**config.mk**
```make
export PLATFORM = sky130hd
export DESIGN_NAME = mctim_top
export DESIGN_NICKNAME = d
export VERILOG_FILES = /design/src/hw/mctim_top.v /design/src/hw/mctim_presc.v /design/src/hw/mctim_deadband.v
export VERILOG_INCLUDE_DIRS = /design/src /design/src/inc
export SDC_FILE = /design/constraint.sdc
export NUM_CORES = 1
export LEC_CHECK = 0
export BUFFER_PORTS_ARGS = -buffer_cell sky130_fd_sc_hd__buf_4
export CORE_MARGIN = 5
export CORE_UTILIZATION = 53
export DETAILED_ROUTE_END_ITERATION = 12
export HOLD_SLACK_MARGIN = 0.15
export MAX_ROUTING_LAYER = met4
export PLACE_DENSITY = 0.74
export SYNTH_ARGS = -nofsm -noshare
export SYNTH_HDL_FRONTEND = slang
export SYNTH_SLANG_ARGS = --single-unit
```
**constraint.sdc**
```tcl
create_clock -name CORE_CLK_I -period 26.9 [get_ports CORE_CLK_I]
set_input_delay 1.345 -clock CORE_CLK_I [delete_from_list [all_inputs] [get_ports CORE_CLK_I]]
set_output_delay 1.345 -clock CORE_CLK_I [all_outputs]
set_load 0.02 [all_outputs]
```
**src/inc/mctim_consts.vh**
```
// How it works
// RULE_01: The counter is 32 bits wide in the wide variant and 16 bits in all other variants.
// RULE_02: Wide, four-channel and advanced variants count up, down or up/down; reduced ones up only.
// RULE_03: A prescaler divides the count clock by any integer from 1 to 65536.
// RULE_04: Wide, four-channel and advanced variants have four channels, reduced ones two or one.
// RULE_05: The advanced variant drives three complementary pairs with dead band plus one plain output.
// RULE_06: The advanced variant has a brake input that forces its PWM outputs inactive, and a trigger input.
// RULE_07: The wide variant has a trigger input and four channel pins usable as capture or compare.
// RULE_08: Advanced PWM reaches every duty cycle from 0 % to 100 % inclusive.
// RULE_09: Every variant generates PWM on its channels by comparing against the running counter.
// RULE_10: In debug halt, when enabled, the advanced variant stops counting and disables its PWM outputs.
// RULE_11: In debug halt, when enabled, the general variants hold the counter value.
// RULE_12: Wide and advanced variants issue DMA requests; reduced variants issue none.
// RULE_13: Wide and four-channel variants count quadrature encoder signals on their channel inputs.
// RULE_14: Each timer outputs a trigger event that others use to start, gate or clock their counters.
// RULE_15: At the reload boundary the counter reloads and sets an update flag for interrupt or DMA.
// RULE_16: The dead band is a programmable number of clock cycles on every main output transition.
`ifndef MCTIM_CONSTS_VH
`define MCTIM_CONSTS_VH

// Variants
`define MCT_VAR_WIDE     3'h0
`define MCT_VAR_FOUR     3'h1
`define MCT_VAR_TWO      3'h2
`define MCT_VAR_SINGLE   3'h3
`define MCT_VAR_ADV      3'h4

// Register word indices; the byte address is four times the index
`define MCT_REG_CTRL     6'h00
`define MCT_REG_PSC      6'h01
`define MCT_REG_RELOAD   6'h02
`define MCT_REG_CNT      6'h03
`define MCT_REG_STAT     6'h04
`define MCT_REG_MASK     6'h05
`define MCT_REG_DMAEN    6'h06
`define MCT_REG_CCMODE   6'h07
`define MCT_REG_DEAD     6'h08
`define MCT_REG_CCR0     6'h09

// Control fields
`define MCT_CTRL_EN      0
`define MCT_CTRL_DIR_LSB 1
`define MCT_CTRL_FRZ     3
`define MCT_CTRL_ENC     4
`define MCT_CTRL_SLV_LSB 8
`define MCT_CTRL_TSEL    10
`define MCT_CTRL_MOE     11

// Count directions, slave modes, channel modes
`define MCT_DIR_UP       2'h0
`define MCT_DIR_DOWN     2'h1
`define MCT_DIR_UPDOWN   2'h2
`define MCT_SLV_OFF      2'h0
`define MCT_SLV_GATED    2'h1
`define MCT_SLV_START    2'h2
`define MCT_SLV_EXTCLK   2'h3
`define MCT_CC_OFF       2'h0
`define MCT_CC_PWM1      2'h1
`define MCT_CC_PWM2      2'h2
`define MCT_CC_CAPT      2'h3

// Status bits: update, four channels, trigger, brake
`define MCT_ST_W         7
`define MCT_ST_UPD       0
`define MCT_ST_TRG       5
`define MCT_ST_BRK       6

// Reset values
`define MCT_RST_RELOAD   32'hFFFFFFFF
`define MCT_RST_ZERO     32'h00000000

`endif

```
**src/hw/mctim_top.v**
```verilog
// Added by the designer: the register offsets and the APB register port.
`timescale 1ns/1ps
`include "mctim_consts.vh"

module mctim_top #(
  parameter [2:0] VARIANT = `MCT_VAR_WIDE,
  parameter       DT_W    = 8
) (
  // Clock and reset
  input  wire        CORE_CLK_I,
  input  wire        RST_I,
  // APB slave
  input  wire        PSEL_I,
  input  wire        PENABLE_I,
  input  wire        PWRITE_I,
  input  wire [7:0]  PADDR_I,
  input  wire [31:0] PWDATA_I,
  output wire [31:0] PRDATA_O,
  output wire        PREADY_O,
  output wire        PSLVERR_O,
  // Channel pins
  input  wire [3:0]  CH_I,
  output wire [3:0]  CH_O,
  output wire [3:0]  CH_OE_O,
  output wire [2:0]  CHN_O,
  // Trigger, brake and debug
  input  wire        ETR_I,
  input  wire        SYNC_I,
  input  wire        BRK_I,
  input  wire        DBG_HALT_I,
  output wire        TRGO_O,
  // Interrupt and DMA
  output wire        IRQ_O,
  output wire [4:0]  DMA_REQ_O
);

  // RULE_01: counter width per variant
  localparam        IS_ADV  = (VARIANT == `MCT_VAR_ADV);
  localparam [31:0] CMASK   = (VARIANT == `MCT_VAR_WIDE) ? 32'hFFFFFFFF : 32'h0000FFFF;
  // RULE_04: channel count per variant
  localparam        NCH     = (VARIANT == `MCT_VAR_TWO) ? 2 :
                              (VARIANT == `MCT_VAR_SINGLE) ? 1 : 4;
  // RULE_12: DMA only in wide and advanced
  localparam        HAS_DMA = (VARIANT == `MCT_VAR_WIDE) || IS_ADV;
  // RULE_13: encoder only in wide and four-channel
  localparam        HAS_ENC = (VARIANT == `MCT_VAR_WIDE) || (VARIANT == `MCT_VAR_FOUR);
  localparam        HAS_UD  = HAS_ENC || IS_ADV;
  localparam [3:0]  CH_VLD  = (NCH == 4) ? 4'hF : (NCH == 2) ? 4'h3 : 4'h1;

  function [31:0] fit;
    input [31:0] v;
    begin
      fit = v & CMASK;
    end
  endfunction

  ////////////////////////////////////////////////////////////////////////////
  // Registers
  reg [31:0]         ctrl_q;
  reg [15:0]         psc_q;
  reg [31:0]         reload_q;
  reg [31:0]         cnt_q;
  reg [`MCT_ST_W-1:0] st_q;
  reg [`MCT_ST_W-1:0] mask_q;
  reg [4:0]          dmaen_q;
  reg [15:0]         ccm_q;
  reg [DT_W-1:0]     dead_q;
  reg [31:0]         ccr_q [0:3];
  reg                ud_dn_q;
  reg                enc_dn_q;
  reg [3:0]          chp_q;
  reg                trg_prev_q;
  reg [3:0]          ch_q;
  reg [3:0]          oe_q;
  reg                irq_q;
  reg [4:0]          dma_q;
  reg                trgo_q;
  reg                pready_q;
  reg                pslverr_q;
  reg [31:0]         prdata_q;

  ////////////////////////////////////////////////////////////////////////////
  // APB decode: one wait state, write lands at the edge that sees pready
  wire       acc     = PSEL_I & PENABLE_I;
  wire       wr_en   = acc & pready_q & PWRITE_I;
  wire [5:0] widx    = PADDR_I[7:2];
  wire       map_ok  = (widx <= `MCT_REG_CCR0 + 6'h3);
  wire       wr_ctrl = wr_en & (widx == `MCT_REG_CTRL);
  wire       wr_cnt  = wr_en & (widx == `MCT_REG_CNT);
  wire       wr_stat = wr_en & (widx == `MCT_REG_STAT);

  reg [31:0] rd_c;
  always @* begin
    rd_c = `MCT_RST_ZERO;
    case (widx)
      `MCT_REG_CTRL:   rd_c = ctrl_q;
      `MCT_REG_PSC:    rd_c = {16'h0000, psc_q};
      `MCT_REG_RELOAD: rd_c = reload_q;
      `MCT_REG_CNT:    rd_c = cnt_q;
      `MCT_REG_STAT:   rd_c = {25'h0000000, st_q};
      `MCT_REG_MASK:   rd_c = {25'h0000000, mask_q};
      `MCT_REG_DMAEN:  rd_c = {27'h0000000, dmaen_q};
      `MCT_REG_CCMODE: rd_c = {16'h0000, ccm_q};
      `MCT_REG_DEAD:   rd_c = {{(32-DT_W){1'b0}}, dead_q};
      default: begin
        if (map_ok)
          rd_c = ccr_q[widx[1:0] - 2'h1];
      end
    endcase
  end

  always @(posedge CORE_CLK_I or posedge RST_I) begin
    if (RST_I) begin
      pready_q  <= 1'b0;
      pslverr_q <= 1'b0;
      prdata_q  <= `MCT_RST_ZERO;
    end else begin
      pready_q  <= acc & ~pready_q;
      pslverr_q <= acc & ~pready_q & ~map_ok;
      if (acc & ~pready_q & ~PWRITE_I)
        prdata_q <= rd_c;
    end
  end

  ////////////////////////////////////////////////////////////////////////////
  // Count source and slave control
  wire [1:0] slv      = ctrl_q[`MCT_CTRL_SLV_LSB+1:`MCT_CTRL_SLV_LSB];
  wire       enc_on   = HAS_ENC & ctrl_q[`MCT_CTRL_ENC];
  wire       trg_src  = ctrl_q[`MCT_CTRL_TSEL] ? SYNC_I : ETR_I;
  wire       trg_rise = trg_src & ~trg_prev_q;
  wire       enc_edge = CH_I[0] ^ chp_q[0];
  // RULE_10: freeze also covers the advanced output stage
  // RULE_11: counter held while halted in debug
  wire       frozen   = ctrl_q[`MCT_CTRL_FRZ] & DBG_HALT_I;
  // RULE_14: gate or clock from another timer's trigger
  wire       run      = ctrl_q[`MCT_CTRL_EN] & ~frozen &
                        ((slv != `MCT_SLV_GATED) | trg_src);
  wire       src_tick = enc_on ? enc_edge : (slv == `MCT_SLV_EXTCLK) ? trg_rise : 1'b1;
  wire       tick;
  wire [1:0] dmode    = HAS_UD ? ctrl_q[`MCT_CTRL_DIR_LSB+1:`MCT_CTRL_DIR_LSB] : `MCT_DIR_UP;
  wire       ud       = (dmode == `MCT_DIR_UPDOWN) & ~enc_on;
  wire       go_dn    = enc_on ? enc_dn_q : (dmode == `MCT_DIR_DOWN) | (ud & ud_dn_q);
  wire       adv_off  = IS_ADV & (~ctrl_q[`MCT_CTRL_MOE] | BRK_I | frozen);

  mctim_presc #(
    .PW     (16)
  ) u_presc (
    .clk_i  (CORE_CLK_I),
    .rst_i  (RST_I),
    .clr_i  (~ctrl_q[`MCT_CTRL_EN]),
    .tick_i (run & src_tick),
    .div_i  (psc_q),
    .tick_o (tick)
  );

  ////////////////////////////////////////////////////////////////////////////
  // Counter and update event
  reg upd_c;
  always @* begin
    upd_c = 1'b0;
    if (tick)
      upd_c = go_dn ? (cnt_q == 32'h00000000) : (cnt_q >= reload_q);
  end

  // RULE_02: up, down and centre-aligned counting
  // RULE_15: reload at the boundary and flag update
  always @(posedge CORE_CLK_I or posedge RST_I) begin
    if (RST_I) begin
      cnt_q   <= `MCT_RST_ZERO;
      ud_dn_q <= 1'b0;
    end else if (wr_cnt) begin
      cnt_q   <= fit(PWDATA_I);
    end else if (tick) begin
      if (!go_dn) begin
        if (upd_c & ud & (reload_q != 32'h00000000)) begin
          ud_dn_q <= 1'b1;
          cnt_q   <= fit(reload_q - 32'h00000001);
        end else if (upd_c) begin
          cnt_q   <= `MCT_RST_ZERO;
        end else begin
          cnt_q   <= fit(cnt_q + 32'h00000001);
        end
      end else begin
        if (upd_c & ud) begin
          ud_dn_q <= 1'b0;
          cnt_q   <= fit(32'h00000001) & reload_q;
        end else if (upd_c) begin
          cnt_q   <= reload_q;
        end else begin
          cnt_q   <= fit(cnt_q - 32'h00000001);
        end
      end
    end
  end

  ////////////////////////////////////////////////////////////////////////////
  // Channels
  reg [3:0] ref_c;
  reg [3:0] pwm_c;
  reg [3:0] cap_c;
  reg [3:0] cmp_c;
  integer   i;
  integer   j;
  always @* begin
    ref_c = 4'h0;
    pwm_c = 4'h0;
    cap_c = 4'h0;
    cmp_c = 4'h0;
    for (i = 0; i < 4; i = i + 1) begin
      // RULE_08: ccr above reload is 100 %, zero is 0 %
      // RULE_09: PWM from compare against the counter
      case (ccm_q[4*i +: 2])
        `MCT_CC_PWM1: begin
          pwm_c[i] = CH_VLD[i];
          ref_c[i] = (cnt_q < ccr_q[i]) ^ ccm_q[4*i+2];
        end
        `MCT_CC_PWM2: begin
          pwm_c[i] = CH_VLD[i];
          ref_c[i] = (cnt_q >= ccr_q[i]) ^ ccm_q[4*i+2];
        end
        // RULE_07: channel pin as capture input
        `MCT_CC_CAPT: cap_c[i] = CH_VLD[i] & ((CH_I[i] ^ ccm_q[4*i+2]) &
                                             ~(chp_q[i] ^ ccm_q[4*i+2]));
        default: ref_c[i] = 1'b0;
      endcase
      cmp_c[i] = pwm_c[i] & tick & (cnt_q == ccr_q[i]);
    end
  end
  wire [3:0] cc_evt = cap_c | cmp_c;

  ////////////////////////////////////////////////////////////////////////////
  // Software registers, capture and pin state
  always @(posedge CORE_CLK_I or posedge RST_I) begin
    if (RST_I) begin
      ctrl_q     <= `MCT_RST_ZERO;
      psc_q      <= 16'h0000;
      reload_q   <= fit(`MCT_RST_RELOAD);
      mask_q     <= {`MCT_ST_W{1'b0}};
      dmaen_q    <= 5'h00;
      ccm_q      <= 16'h0000;
      dead_q     <= {DT_W{1'b0}};
      for (j = 0; j < 4; j = j + 1)
        ccr_q[j] <= `MCT_RST_ZERO;
      chp_q      <= 4'h0;
      trg_prev_q <= 1'b0;
      enc_dn_q   <= 1'b0;
    end else begin
      chp_q      <= CH_I;
      trg_prev_q <= trg_src;
      if (enc_edge)
        enc_dn_q <= ~(CH_I[0] ^ CH_I[1]);
      if (wr_ctrl)
        ctrl_q <= {20'h00000, PWDATA_I[11:0]};
      // RULE_14: trigger starts the counter, set wins over write
      if (slv == `MCT_SLV_START && trg_rise)
        ctrl_q[`MCT_CTRL_EN] <= 1'b1;
      if (wr_en) begin
        case (widx)
          `MCT_REG_PSC:    psc_q    <= PWDATA_I[15:0];
          `MCT_REG_RELOAD: reload_q <= fit(PWDATA_I);
          `MCT_REG_MASK:   mask_q   <= PWDATA_I[`MCT_ST_W-1:0];
          `MCT_REG_DMAEN:  dmaen_q  <= PWDATA_I[4:0];
          `MCT_REG_CCMODE: ccm_q    <= PWDATA_I[15:0];
          `MCT_REG_DEAD:   dead_q   <= PWDATA_I[DT_W-1:0];
          default: begin
            if (map_ok && widx >= `MCT_REG_CCR0)
              ccr_q[widx[1:0] - 2'h1] <= fit(PWDATA_I);
          end
        endcase
      end
      for (j = 0; j < 4; j = j + 1)
        if (cap_c[j])
          ccr_q[j] <= cnt_q;
    end
  end

  ////////////////////////////////////////////////////////////////////////////
  // Status, interrupt, DMA, trigger out
  wire [`MCT_ST_W-1:0] st_set = {IS_ADV & BRK_I, trg_rise, cc_evt, upd_c};
  wire [`MCT_ST_W-1:0] st_d   = (st_q & ~({`MCT_ST_W{wr_stat}} & PWDATA_I[`MCT_ST_W-1:0]))
                                | st_set;

  always @(posedge CORE_CLK_I or posedge RST_I) begin
    if (RST_I) begin
      st_q   <= {`MCT_ST_W{1'b0}};
      irq_q  <= 1'b0;
      dma_q  <= 5'h00;
      trgo_q <= 1'b0;
      ch_q   <= 4'h0;
      oe_q   <= 4'h0;
    end else begin
      // Set wins over a write-one clear in the same cycle
      st_q   <= st_d;
      irq_q  <= |(st_d & mask_q);
      // RULE_12: DMA requests from update and channel events
      dma_q  <= HAS_DMA ? ({cc_evt, upd_c} & dmaen_q) : 5'h00;
      trgo_q <= upd_c;
      // RULE_10: advanced outputs off in halt, brake or MOE clear
      ch_q   <= ref_c & pwm_c & {4{~adv_off}};
      oe_q   <= pwm_c & {4{~adv_off}};
    end
  end

  ////////////////////////////////////////////////////////////////////////////
  // Output stage
  // RULE_05: three dead-band pairs on the advanced variant
  genvar g;
  generate
    if (IS_ADV) begin : g_adv
      wire [2:0] db_p;
      wire [2:0] db_n;
      for (g = 0; g < 3; g = g + 1) begin : g_db
        mctim_deadband #(
          .DW    (DT_W)
        ) u_db (
          .clk_i (CORE_CLK_I),
          .rst_i (RST_I),
          .ref_i (ref_c[g] & pwm_c[g]),
          .dt_i  (dead_q),
          .off_i (adv_off | ~pwm_c[g]),
          .pos_o (db_p[g]),
          .neg_o (db_n[g])
        );
      end
      assign CH_O  = {ch_q[3], db_p};
      assign CHN_O = db_n;
    end else begin : g_gen
      assign CH_O  = ch_q;
      assign CHN_O = 3'h0;
    end
  endgenerate

  assign CH_OE_O   = oe_q;
  assign TRGO_O    = trgo_q;
  assign IRQ_O     = irq_q;
  assign DMA_REQ_O = dma_q;
  assign PRDATA_O  = prdata_q;
  assign PREADY_O  = pready_q;
  assign PSLVERR_O = pslverr_q;

endmodule // mctim_top

```
**src/hw/mctim_presc.v**
```verilog
`timescale 1ns/1ps
`include "mctim_consts.vh"

module mctim_presc #(
  parameter PW = 16
) (
  // Clock and reset
  input  wire          clk_i,
  input  wire          rst_i,
  // Control
  input  wire          clr_i,
  input  wire          tick_i,
  input  wire [PW-1:0] div_i,
  // Divided tick
  output reg           tick_o
);

  reg [PW-1:0] cnt_q;

  // RULE_03: divide by div+1
  always @(posedge clk_i or posedge rst_i) begin
    if (rst_i) begin
      cnt_q  <= {PW{1'b0}};
      tick_o <= 1'b0;
    end else if (clr_i) begin
      cnt_q  <= {PW{1'b0}};
      tick_o <= 1'b0;
    end else if (tick_i) begin
      if (cnt_q >= div_i) begin
        cnt_q  <= {PW{1'b0}};
        tick_o <= 1'b1;
      end else begin
        cnt_q  <= cnt_q + {{(PW-1){1'b0}}, 1'b1};
        tick_o <= 1'b0;
      end
    end else begin
      tick_o <= 1'b0;
    end
  end

endmodule // mctim_presc

```
**src/hw/mctim_deadband.v**
```verilog
`timescale 1ns/1ps
`include "mctim_consts.vh"

module mctim_deadband #(
  parameter DW = 8
) (
  // Clock and reset
  input  wire          clk_i,
  input  wire          rst_i,
  // Reference and control
  input  wire          ref_i,
  input  wire [DW-1:0] dt_i,
  input  wire          off_i,
  // Complementary pair
  output reg           pos_o,
  output reg           neg_o
);

  reg          ref_q;
  reg [DW-1:0] cnt_q;

  // RULE_16: both sides low for dt+1 cycles on each edge
  always @(posedge clk_i or posedge rst_i) begin
    if (rst_i) begin
      ref_q <= 1'b0;
      cnt_q <= {DW{1'b0}};
      pos_o <= 1'b0;
      neg_o <= 1'b0;
    end else if (ref_i != ref_q) begin
      ref_q <= ref_i;
      cnt_q <= dt_i;
      pos_o <= 1'b0;
      neg_o <= 1'b0;
    end else if (cnt_q != {DW{1'b0}}) begin
      cnt_q <= cnt_q - {{(DW-1){1'b0}}, 1'b1};
    end else begin
      // RULE_06: brake forces the pair inactive
      pos_o <= ref_q & ~off_i;
      neg_o <= ~ref_q & ~off_i;
    end
  end

endmodule // mctim_deadband

```
==> results.md, run 1 <==
* Achievable frequency at 205 MHz
* Final HPWL DP at 54.2 mm
* CP Capture Type: flip-flop
* Final Net Count at 2769
* Post-Syn Instances at 2514
* Synth cell types at 94
* Layout cells sized above 1 at 15.8%
* Clock share of power at 31.0%
* Largest family of logic cells by synthesized area: compound AO/OA/AOI/OAI gates
* Yosys top cell area share at 32.7%
* Reg2reg setup slack at 22.02 ns
* Post-synthesis mux area share at 14.3%
* Vias in the first global route at 20200
* Count of state elements after synthesis at 336
* PwrDens at 68.2 nW/µm²
* DRC viols at 0
* Resized Gates After CTS at 0
* Post-synthesis average cell area at 9.25 µm²
* Post CTS Setup Buffer Count at 0
* Most used DFF post-synth: dfrtp_1
* Initial drt markers at 2577
* Outcome: finished, final reports clean
* Total power at 1.75 mW
* Synth area leader: dfrtp_1
* CTS max path bufs at 3
* Worst setup SP type: flip-flop
* Req. time, crit path at 27.38 ns
* Max-slew violation count at 0
* DIE HEIGHT at 219 µm
* Post-Route Utilization at 59.3%
* Pre-CTS setup slack at 22.20 ns
* Vias/cell at 6.57
* Clock Skew at 0.0336 ns
* EDFF count, synth at 0
* Comb power frac at 31.3%
* Hold Path Stages at 2
* Wirelength per Cell at 24.9 µm
* Hold_sp: PRDATA_O[22]
* R2R Path End: cnt_q[23]
* Worst skew pair latency at 0.59 ns
* Overall Global Routing Usage at 33.1%
* Number of cell rows at 76
* XOR/XNOR share of the synthesized area at 1.05%
* Switch share at 38.6%
* Area growth syn-to-layout at 10.3%
* CTS tree: yes
* Antenna violations before repair at 2
* RSZ-0062 raised after global routing: no
* R2r worst-path depth at 9
* Max VDD drop at 0.0000446 V
* H-Tree Depth at 2
* FF-to-FF Start: cnt_q[29]
* Hold slack at 0.481 ns
* Crit-path max FO at 16
* Worst Tran Pin Value at 1.35 ns
* Pin count of the biggest net entering global routing at 111
* Placed inst area at 24400 µm²
* Syn Std Cell Area at 23300 µm²
* Final setup vio count at 0
* Via Count at 20600
* DR pass1 iterations at 6
* Max Cap Viol at 0
* Initial Util at 53.8%
* First-pass GRT wire length at 120 mm
* CTS root buffer: clkbuf_16
* Synth top cells by count: 304 x dfrtp_1, 273 x nand2_1, 224 x o21ai_0
* Top cells by area in the synthesized netlist: dfrtp_1 33%, ha_1 10%, mux2i_1 6.1%, mux2_2 5.0%, o21ai_0 4.8%
* Setup ws final at 22.02 ns
* Final Hold Vio Count at 0
* Final GP Congestion at 0.981
* Antenna-violating nets left at 0
* Post-synthesis adder-cell area fraction at 10.4%
* TritonCTS Buffers at 40
* Post-CTS Hold Buffers at 0
* Final instance area at 25600 µm²
* Synth Area in Compound Gates at 16.4%
* Post-layout min period at 4.88 ns
* Cell internal pwr at 1.07 mW
* Final period util at 18.1%
* Yosys warnings at 0
* Die Width at 219 µm
* Reg power frac at 37.7%
* Sequential cell area fraction in the yosys report at 36.3%
* Fraction of registers with async set/reset at 100%
* Core Area at 43300 µm²
* Finished Layout Cells at 3140
* PortBufs at 98
* Clock transition at path regs at 0.07 ns
* Routed WL at 78.3 mm
* Simple-gate share of the synthesized area at 15.0%
* Most numerous cell in the Yosys netlist: dfrtp_1
* Grt total ovfl at 0
* Psw at 675 µW
* # IOs at 105
* Clock sinks at 336
* Hold Crit Class: flip-flop to flip-flop
* CP Class: flip-flop to flip-flop
* Max-slew headroom at 9.69%
* Static leakage power at 11.7 nW
* Post-Place Cells at 3066
* Worst Hold Endpoint: PRDATA_O[22]
* TNS Setup at 0 ns
* Fillers at 3668
* Crit path arrival time at 5.36 ns
* Area of the die at 48200 µm²
==> power groups by stage <==
stage	Sequential [mW]	Clock, mW	Combinational (mW)
after global placement	0.661	0	0.510
after CTS	0.654	0.545	0.536
after global routing	0.665	0.566	0.607
after floorplan	0.592	0	0.407
after detailed placement	0.663	0	0.532
final	0.660	0.542	0.548
==> worst max path at each step <==
stage	start	end	slack [ns]	depth (start not counted)
finish	cnt_q[29]	cnt_q[23]	22.02	9
detailed placement	cnt_q[29]	cnt_q[23]	22.20	9
global placement	cnt_q[29]	cnt_q[23]	22.05	9
CTS	cnt_q[29]	cnt_q[23]	22.15	9
global route	cnt_q[29]	cnt_q[23]	21.94	9
floorplan	RST_I	CH_OE_O[0]	16.30	1
==> area by class of cell <==
type	instances	area, µm²	area share, %
antenna	1	2.50	0.00976
clock buffer	64	1180	4.61
clock inverter	9	104	0.405
inverter	216	818	3.19
multi-input combinational	1795	13400	52.1
sequential	336	8450	32.9
tap	585	732	2.85
timing repair buffer	134	1010	3.92
==> critical path, stage by stage, from the launching register on <==
cell and delay (ns):
dfrtp_1 0.76, ha_1 0.37, a21o_1 0.18, a21o_1 0.18, a2111oi_0 0.78, o31ai_1 0.30
a21oi_2 0.79, nand2b_1 0.77, mux2_2 0.41, a311oi_1 0.23
==> metal layers <==
metal / GRT usage, % / part of all wire [%] / wire [µm] / up-vias
met2: 49.8 / 45 / 35200 / 1151
met5: - / 0 / 0 / -
met1: 44.9 / 41 / 32500 / 10100
met4: 12.2 / 3.8 / 2960 / 0
li1: - / - / - / 9152
met3: 6.25 / 9.8 / 7640 / 172
==> placed cells by master, fill, tap and decap left out, types with 37 or more instances in the layout <==
master | netlist | routed
mux2_2 | 104 | 104
nand4_1 | 49 | 49
mux2i_1 | 141 | 141
a31oi_1 | 38 | 37
nand2_1 | 273 | 269
clkbuf_16 | 0 | 40
ha_1 | 193 | 193
nor3_1 | 48 | 47
a21o_1 | 41 | 41
dfrtp_1 | 304 | 304
nand3_1 | 51 | 51
a21oi_1 | 83 | 83
nor2_1 | 121 | 121
buf_4 | 4 | 134
inv_1 | 214 | 213
o21ai_0 | 224 | 224
==> state kept, by name, indices dropped and copies added (netlist names), 8 cells and up <==
register       count
dead_q             8
ccm_q             16
reload_q          32
ccr_q            128
u_presc.cnt_q     16
cnt_q             32
psc_q             16
PRDATA_O          32
ctrl_q            12
==> cell families (layout without fill, tap and decap cells) <==
logic type	count (synthesis)	count (layout)
AND/OR/NAND/NOR	709	709
AO/OA/AOI/OAI	583	583
buffers and inverters	385	423
flip-flops	336	336
multiplexers	279	279
adder cells (fa/ha/maj)	193	193
XOR/XNOR	28	28
other	1	4
Note: power is estimated with default switching activity, not from simulation.
==> run 2: changes to the inputs <==
--- a/config.mk
+++ b/config.mk
@@ -12,7 +12,7 @@
 export DETAILED_ROUTE_END_ITERATION = 12
 export HOLD_SLACK_MARGIN = 0.15
 export MAX_ROUTING_LAYER = met4
-export PLACE_DENSITY = 0.74
+export PLACE_DENSITY = 0.77
 export SYNTH_ARGS = -nofsm -noshare
 export SYNTH_HDL_FRONTEND = slang
 export SYNTH_SLANG_ARGS = --single-unit
==> constraint.sdc (replaced) <==
create_clock -name CORE_CLK_I -period 4.4 [get_ports CORE_CLK_I]
set_input_delay 0.22 -clock CORE_CLK_I [delete_from_list [all_inputs] [get_ports CORE_CLK_I]]
set_output_delay 0.22 -clock CORE_CLK_I [all_outputs]
set_load 0.02 [all_outputs]
==> results.md, run 2 (same netlist as run 1, synthesis figures left out) <==
* Outcome: finished, final reports clean
* Final period util at 94.6%
* Area of the die at 48200 µm²
* Initial Util at 53.8%
* Cell internal pwr at 6.98 mW
* Max reg flops at 128
* Clock Skew at 0.0294 ns
* Reg2reg setup slack at 0.24 ns
* CP Class: flip-flop to flip-flop
* Crit path largest cell delay at 0.96 ns
* Static leakage power at 12.3 nW
* PortBufs at 98
* CP Capture Type: flip-flop
* Switch share at 37.7%
* CP most frequent cell: a21o_1
* Post CTS Setup Buffer Count at 0
* Pin count of the biggest net entering global routing at 111
* Max VDD drop at 0.000293 V
* Most frequent cells in the layout: 304 x dfrtp_1, 269 x nand2_1, 224 x o21ai_0, 213 x inv_1, 193 x ha_1
* CTS root buffer: clkbuf_16
* DRC viols at 0
* Req. time, crit path at 4.86 ns
* Max-slew violation count at 0
* Layout cells sized above 1 at 17.6%
* Core Area at 43300 µm²
* TritonCTS Buffers at 41
* Comb power frac at 36.1%
* First-pass GRT wire length at 125 mm
* Post-layout min period at 4.16 ns
* Final GP Congestion at 1.00
* Clock share of power at 32.1%
* Crit path max-delay family: compound AO/OA/AOI/OAI gates
* Hold Crit Class: input pin to flip-flop
* Slowest cell on the critical path: a2111oi_1
* Max Cap Viol at 0
* DR pass1 iterations at 6
* Psw at 4.22 mW
* Routed WL at 81.9 mm
* Max-slew headroom at 13.9%
* Via Count at 21100
* PwrDens at 420 nW/µm²
* Initial drt markers at 2772
* CTS max path bufs at 3
* Crit path arrival time at 4.63 ns
* Grt total ovfl at 0
* Achievable frequency at 240 MHz
* Vias/cell at 6.51
* CTS tree: yes
* GR Layer Usage met3 at 7.20%
* Antenna-violating nets left at 0
* Antenna violations before repair at 4
* Reg with most FFs: ccr_q
* Final HPWL DP at 58.0 mm
* Post-Route Utilization at 61.7%
* Met1 usage at 46.0%
* Worst setup SP type: flip-flop
* Worst skew pair latency at 0.59 ns
* Final setup vio count at 0
* Vias in the first global route at 21000
* Wirelength per Cell at 25.3 µm
* Hold slack at 0.194 ns
* Crit-path cells: inv_1 -> ha_1 -> a21o_1 -> a21o_1 -> a2111oi_1 -> o31ai_1 -> a21oi_2 -> nand2b_1 -> buf_4 -> mux2i_1 -> a311o_1
* H-Tree Depth at 2
* Final Hold Vio Count at 0
* Clock transition at path regs at 0.06 ns
* Clock sinks at 336
* Area growth syn-to-layout at 14.7%
* GRT busiest layer: met2
* Commonest non-fill, non-tap cell in the layout: dfrtp_1
* TNS Setup at 0 ns
* DIE HEIGHT at 219 µm
* Overall Global Routing Usage at 34.7%
* Buf+Inv Stages, Crit Path at 2
* Worst Tran Pin Value at 1.29 ns
* Crit-path max FO at 11
* Final Net Count at 2868
* Number of cell rows at 76
* # IOs at 105
* Met2 usage at 52.5%
* Die Width at 219 µm
* Reg power frac at 31.8%
* RSZ-0062 raised after global routing: no
run 2: cell types whose count changed in the layout (fill, tap and decap cells not counted), sizes merged:
cell / previous run / this run
inv: 217 / 216
clkinvlp: 0 / 3
bufinv: 1 / 5
clkinv: 7 / 11
clkbuf: 64 / 57
dlygate4sd3: 0 / 43
diode: 1 / 3
buf: 134 / 189
run 2: layout make-up:
class | count | area [µm²]
clock buffers | 57 | 1140
flip-flops and latches | 336 | 8450
fillers | 3533 | 16600
clock inverters | 19 | 263
diodes | 3 | 7.51
repair buffers | 232 | 1920
well taps | 585 | 732
inverters | 216 | 815
multi-input cells | 1795 | 13300
run 2: worst min-delay path, stage by stage:
cell	delay, ns
buf_4	0.10
nor3_2	0.04
buf_4	0.22
nor2_1	0.12
a31oi_1	0.04
run 2: final timing paths:
check,to,start,depth (start not counted)
max,cnt_q[16],reload_q[29],11
min,PRDATA_O[2],PWRITE_I,5
max reg2reg,cnt_q[16],reload_q[29],11
min reg2reg,PRDATA_O[18],PRDATA_O[18],2
max in group asynchronous,ctrl_q[4],RST_I,4
min in group asynchronous,ccr_q[93],RST_I,3
run 2: timing repair:
action                                 4_1_cts  5_1_grt
hold buffers                                43        0
setup endpoints to repair                    0        2
endpoints found under the hold margin      290        0
gates resized for setup                      0        1
run 2: power by group through the flow:
stage                     clock [mW]  sequential, mW  combinational (mW)
after global placement             0            3.60                3.78
final                           3.59            3.56                4.04
after global routing            3.75            3.58                4.43
after detailed placement           0            3.60                3.87
after CTS                       3.62            3.55                3.94
after floorplan                    0            3.62                2.49
run 2: metrics by stage:
stage / area, µm² / std cells / worst slack [ns] / total power, mW
2_1_floorplan: 23300 / 2516 / -0.284 / 6.11
3_3_place_gp: 24800 / 3121 / 0.217 / 7.37
3_5_place_dp: 24800 / 3121 / 0.274 / 7.47
4_1_cts: 26700 / 3240 / 0.239 / 11.1
5_1_grt: 26700 / 3243 / 0.188 / 11.8
6_report: 26700 / 3243 / 0.238 / 11.2
run 2: per-layer routing:
metal  routed length (µm)  part of all wire, %
met4                 3720                  4.5
met2                36600                   45
met5                    0                    0
met3                 8250                   10
met1                33400                   41
